## src/design/usb_err_pkg.sv

```systemverilog
// Constants and types for the USB error flag and mask block
`default_nettype none
package usb_err_pkg;
	// Register bus geometry
	localparam int ADDR_W = 8;
	localparam int DATA_W = 32;
	localparam int FLAG_W = 8;
	// Register byte offsets
	localparam logic [ADDR_W-1:0] OFS_ERR_FLAGS = 8'h00;
	localparam logic [ADDR_W-1:0] OFS_ERR_ENABLES = 8'h04;
	localparam logic [ADDR_W-1:0] OFS_CONTROL = 8'h08;
	localparam logic [ADDR_W-1:0] OFS_SUMMARY = 8'h0C;
	// Error flag bit positions
	localparam int POS_BIT_STUFF = 7;
	localparam int POS_BUS_ADDR = 6;
	localparam int POS_DMA = 5;
	localparam int POS_TURNAROUND = 4;
	localparam int POS_FIELD_SIZE = 3;
	localparam int POS_DATA_CRC = 2;
	localparam int POS_SHARED = 1;
	localparam int POS_PACKET_ID = 0;
	// Control and summary register bit positions
	localparam int POS_HOST_MODE = 0;
	localparam int POS_SUMMARY_EN = 1;
	localparam int POS_SUMMARY_FLAG = 0;
	localparam int POS_IRQ_REQUEST = 1;
	// Reset values and bus answers
	localparam logic [FLAG_W-1:0] FLAGS_RESET = 8'h00;
	localparam logic [FLAG_W-1:0] ENABLES_RESET = 8'h00;
	localparam logic [DATA_W-1:0] RDATA_ZERO = 32'h00000000;
	localparam logic [1:0] RESP_OKAY = 2'h0;
	localparam logic [1:0] RESP_SLVERR = 2'h2;
	// Error events from the packet engine and DMA path
	typedef struct packed {
		logic bit_stuff;
		logic bus_addr;
		logic dma;
		logic turnaround_timeout;
		logic field_size;
		logic data_crc;
		logic token_crc;
		logic end_of_frame;
		logic packet_id;
	} err_event_t;
	// Whole block state
	typedef struct packed {
		logic awready;
		logic wready;
		logic bvalid;
		logic [1:0] bresp;
		logic arready;
		logic rvalid;
		logic [1:0] rresp;
		logic [DATA_W-1:0] rdata;
		logic [FLAG_W-1:0] flags;
		logic [FLAG_W-1:0] enables;
		logic host_mode;
		logic summary_en;
		logic summary_flag;
		logic irq_request;
	} state_t;
endpackage : usb_err_pkg
`default_nettype wire

```

## src/design/usb_error_flag_and_mask_logic.sv

```systemverilog
// USB error flags, error enables and summary interrupt behind AXI4-Lite
// Summary of operation
// - Upper bits read zero, writes ignored
// - Flags set by hardware, cleared writing one
// - Bit seven flags bit stuff rejection
// - Bit six flags invalid bus address
// - Bit five flags DMA overrun or truncation
// - Bit four flags bus turnaround timeout
// - Bit three flags partial-byte data field
// - Bit two flags data CRC failure
// - Device mode bit one: token CRC
// - Host mode bit one: end of frame
// - Bit zero flags packet identifier failure
// - Enables read-write, reset zero, mask flags
// - Summary set only by enabled flags
// - Host select chooses bit one meaning
//
// The register addresses and register access over AXI4-Lite are this design's own decisions.
`default_nettype none
module usb_error_flag_and_mask_logic
	import usb_err_pkg::*;
(
	// Clock and reset
	input wire logic aclk,
	input wire logic aresetn,
	// AXI4-Lite write address and data
	input wire logic awvalid,
	output logic awready,
	input wire logic [ADDR_W-1:0] awaddr,
	input wire logic wvalid,
	output logic wready,
	input wire logic [DATA_W-1:0] wdata,
	input wire logic [3:0] wstrb,
	// AXI4-Lite write response
	output logic bvalid,
	input wire logic bready,
	output logic [1:0] bresp,
	// AXI4-Lite read
	input wire logic arvalid,
	output logic arready,
	input wire logic [ADDR_W-1:0] araddr,
	output logic rvalid,
	input wire logic rready,
	output logic [DATA_W-1:0] rdata,
	output logic [1:0] rresp,
	// Error events, one-cycle pulses
	input wire err_event_t err_events,
	// Interrupt and mode outputs
	output logic error_summary_irq_flag,
	output logic usb_irq_request,
	output logic host_mode_select
);
	localparam state_t ST_RESET = '{
		flags: FLAGS_RESET,
		enables: ENABLES_RESET,
		rdata: RDATA_ZERO,
		default: '0
	};

	state_t st_q;
	state_t st_d;
	logic wr_fire;
	logic rd_fire;
	logic wr_lane0;
	logic wr_mapped;
	logic rd_mapped;
	logic [FLAG_W-1:0] clr_mask;
	logic [FLAG_W-1:0] ev_bits;

	// Next state of bus slave and register file
	always_comb begin
		st_d = st_q;
		wr_fire = st_q.awready & awvalid & wvalid;
		rd_fire = st_q.arready & arvalid;
		wr_lane0 = wr_fire & wstrb[0];
		wr_mapped = (awaddr == OFS_ERR_FLAGS) || (awaddr == OFS_ERR_ENABLES) ||
			(awaddr == OFS_CONTROL) || (awaddr == OFS_SUMMARY);
		rd_mapped = (araddr == OFS_ERR_FLAGS) || (araddr == OFS_ERR_ENABLES) ||
			(araddr == OFS_CONTROL) || (araddr == OFS_SUMMARY);
		clr_mask = '0;
		ev_bits = '0;
		// Write channel: take address and data together
		st_d.awready = 1'b0;
		st_d.wready = 1'b0;
		if (awvalid && wvalid && !st_q.awready && !st_q.bvalid) begin
			st_d.awready = 1'b1;
			st_d.wready = 1'b1;
		end
		if (st_q.bvalid && bready) begin
			st_d.bvalid = 1'b0;
		end
		if (wr_fire) begin
			st_d.bvalid = 1'b1;
			st_d.bresp = wr_mapped ? RESP_OKAY : RESP_SLVERR;
		end
		// Only the low byte holds bits; upper bits are dropped
		if (wr_lane0 && awaddr == OFS_ERR_FLAGS) begin
			clr_mask = wdata[FLAG_W-1:0];
		end
		if (wr_lane0 && awaddr == OFS_ERR_ENABLES) begin
			st_d.enables = wdata[FLAG_W-1:0];
		end
		if (wr_lane0 && awaddr == OFS_CONTROL) begin
			st_d.host_mode = wdata[POS_HOST_MODE];
			st_d.summary_en = wdata[POS_SUMMARY_EN];
		end
		// Map engine events onto flag positions
		ev_bits[POS_BIT_STUFF] = err_events.bit_stuff;
		ev_bits[POS_BUS_ADDR] = err_events.bus_addr;
		ev_bits[POS_DMA] = err_events.dma;
		ev_bits[POS_TURNAROUND] = err_events.turnaround_timeout;
		ev_bits[POS_FIELD_SIZE] = err_events.field_size;
		ev_bits[POS_DATA_CRC] = err_events.data_crc;
		// Shared bit one follows the mode in force
		ev_bits[POS_SHARED] = st_q.host_mode ? err_events.end_of_frame :
			err_events.token_crc;
		ev_bits[POS_PACKET_ID] = err_events.packet_id;
		// Set wins over a clear in the same cycle
		st_d.flags = (st_q.flags & ~clr_mask) | ev_bits;
		// Summary follows enabled flags only
		st_d.summary_flag = |(st_d.flags & st_d.enables);
		st_d.irq_request = st_d.summary_flag & st_d.summary_en;
		// Read channel
		st_d.arready = arvalid & ~st_q.arready & ~st_q.rvalid;
		if (st_q.rvalid && rready) begin
			st_d.rvalid = 1'b0;
		end
		if (rd_fire) begin
			st_d.rvalid = 1'b1;
			st_d.rresp = rd_mapped ? RESP_OKAY : RESP_SLVERR;
			st_d.rdata = RDATA_ZERO;
			case (araddr)
				OFS_ERR_FLAGS: begin
					st_d.rdata[FLAG_W-1:0] = st_q.flags;
				end
				OFS_ERR_ENABLES: begin
					st_d.rdata[FLAG_W-1:0] = st_q.enables;
				end
				OFS_CONTROL: begin
					st_d.rdata[POS_HOST_MODE] = st_q.host_mode;
					st_d.rdata[POS_SUMMARY_EN] = st_q.summary_en;
				end
				OFS_SUMMARY: begin
					st_d.rdata[POS_SUMMARY_FLAG] = st_q.summary_flag;
					st_d.rdata[POS_IRQ_REQUEST] = st_q.irq_request;
				end
				default: begin
					st_d.rdata = RDATA_ZERO;
				end
			endcase
		end
	end

	// State register
	always_ff @(posedge aclk) begin
		if (!aresetn) begin
			st_q <= ST_RESET;
		end else begin
			st_q <= st_d;
		end
	end

	// Outputs straight from state flops
	assign awready = st_q.awready;
	assign wready = st_q.wready;
	assign bvalid = st_q.bvalid;
	assign bresp = st_q.bresp;
	assign arready = st_q.arready;
	assign rvalid = st_q.rvalid;
	assign rdata = st_q.rdata;
	assign rresp = st_q.rresp;
	assign error_summary_irq_flag = st_q.summary_flag;
	assign usb_irq_request = st_q.irq_request;
	assign host_mode_select = st_q.host_mode;

	// Read data never shows upper bits
	chk_upper_zero: assert property (@(posedge aclk)
		disable iff (!aresetn) st_q.rvalid |-> st_q.rdata[DATA_W-1:FLAG_W] == '0)
		else $error("upper read bits not zero");

	// A flag falls only under a one written to it
	chk_flag_clear_only: assert property (@(posedge aclk)
		disable iff (!aresetn)
		1'b1 |=> (($past(st_q.flags) & ~st_q.flags) & ~$past(clr_mask)) == '0)
		else $error("flag cleared without write of one");

	// Every event taken in the mode in force lands in its flag next cycle
	chk_event_sets: assert property (@(posedge aclk)
		disable iff (!aresetn)
		ev_bits != '0 |=> (st_q.flags & $past(ev_bits)) == $past(ev_bits))
		else $error("error event did not set its flag");

	// Bit stuff event under a clear still lands
	chk_set_over_clear: assert property (@(posedge aclk)
		disable iff (!aresetn)
		err_events.bit_stuff && clr_mask[POS_BIT_STUFF]
		|=> st_q.flags[POS_BIT_STUFF])
		else $error("clear beat a bit stuff event");

	// Host mode ignores token CRC on bit one
	chk_host_bit1: assert property (@(posedge aclk)
		disable iff (!aresetn)
		st_q.host_mode && err_events.token_crc && !err_events.end_of_frame &&
		!st_q.flags[POS_SHARED] |=> !st_q.flags[POS_SHARED])
		else $error("token crc set bit one in host mode");

	// Device mode ignores end of frame on bit one
	chk_device_bit1: assert property (@(posedge aclk)
		disable iff (!aresetn)
		!st_q.host_mode && err_events.end_of_frame && !err_events.token_crc &&
		!st_q.flags[POS_SHARED] |=> !st_q.flags[POS_SHARED])
		else $error("end of frame set bit one in device mode");

	// Enables take the written byte
	chk_enable_write: assert property (@(posedge aclk)
		disable iff (!aresetn)
		wr_lane0 && awaddr == OFS_ERR_ENABLES
		|=> st_q.enables == $past(wdata[FLAG_W-1:0]))
		else $error("enable register missed write");

	// Summary tracks enabled flags only
	chk_summary_mask: assert property (@(posedge aclk)
		disable iff (!aresetn) st_q.summary_flag == (|(st_q.flags & st_q.enables)))
		else $error("summary flag disagrees with masked flags");

	// Request needs summary and its enable
	chk_irq_gate: assert property (@(posedge aclk)
		disable iff (!aresetn) st_q.irq_request |-> st_q.summary_flag && st_q.summary_en)
		else $error("irq request without enabled summary");

	// Mode select follows control write
	chk_mode_write: assert property (@(posedge aclk)
		disable iff (!aresetn)
		wr_lane0 && awaddr == OFS_CONTROL
		|=> st_q.host_mode == $past(wdata[POS_HOST_MODE]))
		else $error("host mode select missed write");

	// Write answered the cycle after its handshake
	chk_write_resp: assert property (@(posedge aclk)
		disable iff (!aresetn) wr_fire |=> st_q.bvalid)
		else $error("write not answered");

	// Address and data ready rise together
	chk_ready_pair: assert property (@(posedge aclk)
		disable iff (!aresetn) st_q.awready == st_q.wready)
		else $error("write address and data ready split");

	// No new write taken while its answer is pending
	chk_write_busy: assert property (@(posedge aclk)
		disable iff (!aresetn) st_q.bvalid |-> !st_q.awready)
		else $error("write taken with response pending");

	// Read answered the cycle after its address
	chk_read_resp: assert property (@(posedge aclk)
		disable iff (!aresetn) rd_fire |=> st_q.rvalid)
		else $error("read not answered");

	// No new read taken while data is pending
	chk_read_busy: assert property (@(posedge aclk)
		disable iff (!aresetn) st_q.rvalid |-> !st_q.arready)
		else $error("read taken with data pending");

	// A flag rises only under its event
	chk_flag_set_only: assert property (@(posedge aclk)
		disable iff (!aresetn)
		1'b1 |=> ((st_q.flags & ~$past(st_q.flags)) & ~$past(ev_bits)) == '0)
		else $error("flag set without an event");

	// Enables keep their value between writes
	chk_enable_hold: assert property (@(posedge aclk)
		disable iff (!aresetn)
		!(wr_lane0 && awaddr == OFS_ERR_ENABLES) |=> $stable(st_q.enables))
		else $error("enable register changed without write");

	// Mode select keeps its value between writes
	chk_mode_hold: assert property (@(posedge aclk)
		disable iff (!aresetn)
		!(wr_lane0 && awaddr == OFS_CONTROL) |=> $stable(st_q.host_mode))
		else $error("host mode select changed without write");

	// Reset leaves flags, enables, mode and request clear
	chk_reset_clear: assert property (@(posedge aclk)
		!aresetn |=> st_q.flags == FLAGS_RESET && st_q.enables == ENABLES_RESET &&
		!st_q.host_mode && !st_q.irq_request)
		else $error("reset left state behind");

	// Host mode end of frame sets bit one
	chk_host_eof: assert property (@(posedge aclk)
		disable iff (!aresetn)
		st_q.host_mode && err_events.end_of_frame |=> st_q.flags[POS_SHARED])
		else $error("end of frame missed in host mode");

	// Device mode token CRC sets bit one
	chk_device_token: assert property (@(posedge aclk)
		disable iff (!aresetn)
		!st_q.host_mode && err_events.token_crc |=> st_q.flags[POS_SHARED])
		else $error("token crc missed in device mode");

	// Flag read returns the stored flags
	chk_read_flags: assert property (@(posedge aclk)
		disable iff (!aresetn)
		rd_fire && araddr == OFS_ERR_FLAGS
		|=> st_q.rdata[FLAG_W-1:0] == $past(st_q.flags))
		else $error("flag read returned wrong byte");

	// Enable read returns the stored enables
	chk_read_enables: assert property (@(posedge aclk)
		disable iff (!aresetn)
		rd_fire && araddr == OFS_ERR_ENABLES
		|=> st_q.rdata[FLAG_W-1:0] == $past(st_q.enables))
		else $error("enable read returned wrong byte");

	// Unmapped write answered with an error
	chk_unmapped_write: assert property (@(posedge aclk)
		disable iff (!aresetn) wr_fire && !wr_mapped |=> st_q.bresp == RESP_SLVERR)
		else $error("unmapped write answered okay");

	// Enabled summary always raises the request
	chk_irq_follows: assert property (@(posedge aclk)
		disable iff (!aresetn) st_q.summary_flag && st_q.summary_en |-> st_q.irq_request)
		else $error("enabled summary gave no request");
endmodule : usb_error_flag_and_mask_logic
`default_nettype wire

```

## config.mk

```make
export PLATFORM = sky130hd
export DESIGN_NAME = usb_error_flag_and_mask_logic
export DESIGN_NICKNAME = d
export VERILOG_FILES = /design/src/design/usb_err_pkg.sv /design/src/design/usb_error_flag_and_mask_logic.sv
export SDC_FILE = /design/constraint.sdc
export NUM_CORES = 1
export LEC_CHECK = 0
export ABC_CLOCK_PERIOD_IN_PS = 2100
export CAP_MARGIN = 15
export CORE_ASPECT_RATIO = 0.7
export CORE_MARGIN = 4
export CORE_UTILIZATION = 60
export DETAILED_ROUTE_END_ITERATION = 8
export DONT_BUFFER_PORTS = 1
export PLACE_DENSITY = 0.76
export SYNTH_ARGS = -nofsm -noshare
export SYNTH_HDL_FRONTEND = slang
export SYNTH_SLANG_ARGS = --single-unit
export TNS_END_PERCENT = 1
```

## constraint.sdc

```tcl
create_clock -name aclk -period 2.1 [get_ports aclk]
set_input_delay 0.105 -clock aclk [delete_from_list [all_inputs] [get_ports aclk]]
set_output_delay 0.105 -clock aclk [all_outputs]
set_load 0.03 [all_outputs]
```

==> flow_summary.toml <==
[status]
status = "complete, no violations"

[sta]
final.period_utilization = 0.8915
timing.slew.headroom = 0.3917
grt_setup_unrepaired = "no"
fmax_mhz = 534.1
finClkSkew_ns = 0.005072
slew_viol_final = 0
layout_min_cycle_time_ns = 1.872
finalSetupViolations = 0
tns_ns = 0
tightest_slew_ns = 0.9095
hold_violations = 0

[worst_setup_path]
end_kind = "register"
regToRegSetupSlack_ns = 0.23
rr_worst_depth = 6
cp-start-kind = "register"
crit_required_ns = 2.27
critical_path_class = "register to register"
worstPathArrival_ns = 2.04
crit_fanout = 8
startpoint = "awready"
r2r_start = "awready"

[route]
drtAntennaViolNets = 0
wl_per_cell_um = 15.16
dr_total_vias = 1159
dr.first_iter.drc_count = 14
drc = 0
vias_per_cell = 5.317
wl_um = 3305
first_pass_iters = 4

[placed_design]
dp_hpwl_um = 2544
io_buffers = 0
gp_congestion = 0.7495

[synthesis]
yosysWarnings = 0
synth_cell_types = 36
syn_avg_cell_area_um2 = 9.846
synthCells = 184
syn_area_mm2 = 0.001812
synth_top_area_frac = 0.3757
seq_area_frac_synth = 0.3757
yosys.area.top_type = "dfxtp_1"
synth-seq-cells = 34
yosys-top-cells-area = "dfxtp_1, buf_4, nor2b_1, mux2i_1, o2bb2ai_1"

[pwr]
vdd.ir_drop.worst_uv = 357.6
p_leak_nw = 0.7809
power_density_mw_per_mm2 = 719.2

[cells_and_area]
antenna_cells = 0
postLayoutCoreUtil = 0.6356
drive_above_1_share = 0.09341
seq_area_um2 = 680.7
fillers = 243
fin_nets = 249
area_growth_pct = -0.2764
multiInputGateArea_um2 = 913.4

[floorplanning]
initial_core_util = 0.6373
die_h_um = 53.98
dieArea_mm2 = 0.003977
num_io_pins = 112
die_w_um = 73.68
rows = 16
core_area_mm2 = 0.002843

[clock_tree]
cts_num_sinks = 34
path_clk_slew_ns = 0.07
cts-buffers-inserted = 5
clock_latency_ns = 0.28
cts_tree = "built"
cts-root-buf = "clkbuf_8"
post_cts_buffers = 0
clk_path_buf_depth = 2
htreeDepth = 2

[min_path]
min_path_type = "input port to register"
hp-start = "err_events[8]"
whs_path_depth = 2

[global_route]
grt_pass1_wl_um = 5326
grt_usage = 0.1800
grt_pass1_vias = 1110
grt_max_degree = 34
grt_overflow_total = 0
antenna_found_initial = 0

[flow_run]
cap_violations = 0
[critical path, stage by stage (launching register included)]
cell	delay (ns)
dfxtp_1	0.32
and3_1	0.28
and4_1	0.44
o2bb2ai_1	0.18
o22ai_1	0.13
nor4_2	0.33
nor2b_1	0.08
[power breakdown]
group | switching [mW] | internal, mW | leakage [nW]
Combinational | 0.0945 | 0.0420 | 0.456
Sequential | 0.0160 | 0.660 | 0.277
Clock | 0.222 | 0.264 | 0.0482
Total | 0.333 | 0.966 | 0.781
[cells in the mapped netlist, drive strengths merged]
cell type / instances
clkbuf: 5
o21a: 1
nand3: 1
nand4b: 1
mux4: 2
o21ba: 1
and2: 6
buf: 38
o21ai: 7
nor2b: 28
o2bb2ai: 7
nor4: 3
inv: 1
conb: 1
o211a: 1
a22oi: 2
o22ai: 4
mux2i: 17
dfxtp: 34
a21oi: 1
nand2: 7
nand4bb: 1
and3: 1
a21boi: 1
and4: 1
or4: 1
nor2: 2
nor3b: 2
nand2b: 2
and2b: 2
and3b: 1
nand4: 1
nor4bb: 1
[state kept, by name, indices dropped and copies added, names as in the netlist]
name                    count
host_mode_select            1
rdata                       8
usb_irq_request             1
st_q                       17
error_summary_irq_flag      1
bvalid                      1
rresp                       1
awready                     1
arready                     1
rvalid                      1
bresp                       1
[worst paths after layout]
check,to
worst max-delay path,usb_irq_request
worst min-delay path,st_q[19]
worst max register to register,usb_irq_request
worst min register to register,st_q[19]
[stage by stage]
stage	instance area, um^2	total power, mW	cells	setup slack [ns]	hold slack [ns]
floorplan	1906	0.8488	209	0.1439	0.2490
global placement	1665	0.8089	205	0.2281	0.2264
detailed placement	1665	0.8115	205	0.2272	0.2303
CTS	1807	1.312	218	0.2007	0.007818
global route	1807	1.358	218	0.05293	0.02066
finish	1807	1.299	218	0.2277	0.008346
[metal layers]
| layer | up-vias | GRT usage | wire (um) |
|---|---|---|---|
| li1 | 568 | - | - |
| met1 | 527 | 0.2212 | 1450 |
| met2 | 62 | 0.2838 | 1429 |
| met3 | 2 | 0.07090 | 417 |
| met4 | 0 | 0.07229 | 8 |
| met5 | - | 0 | 0 |
[final cells by class]
type / instances / area share
clock buffer: 7 / 0.04778
sequential: 34 / 0.3767
multi-input combinational: 131 / 0.5055
timing repair buffer: 8 / 0.04017
inverter: 1 / 0.002078
tap: 36 / 0.02493
clock inverter: 1 / 0.002770
[placed cells by master, fill, tap and decap left out, drive strengths merged]
cell type and count:
a21boi 1, a21oi 1, a22oi 2, and2 6, and2b 2, and3 1, and3b 1, and4 1
buf 3, clkbuf 7, clkinv 1, conb 26, dfxtp 34, dlygate4sd3 5, inv 1, mux2i 17
mux4 2, nand2 7, nand2b 2, nand3 1, nand4 1, nand4b 1, nand4bb 1, nor2 2
nor2b 28, nor3b 2, nor4 3, nor4bb 1, o211a 1, o21a 1, o21ai 7, o21ba 1
o22ai 4, o2bb2ai 7, or4 1
[kinds of logic after synthesis]
family,after synthesis,synth area share
simple gates,61,0.2341
buf+inv,44,0.1720
flops,34,0.3757
compound gates,25,0.09737
mux,19,0.1188
other cells,1,0.002070
[timing repair]
| action | in CTS | in global routing |
|---|---|---|
| hold endpoints to repair | 33 | 0 |
| resized for setup | 0 | 0 |
| hold buffers | 5 | 0 |
Note: power is estimated with default switching activity, not from simulation.
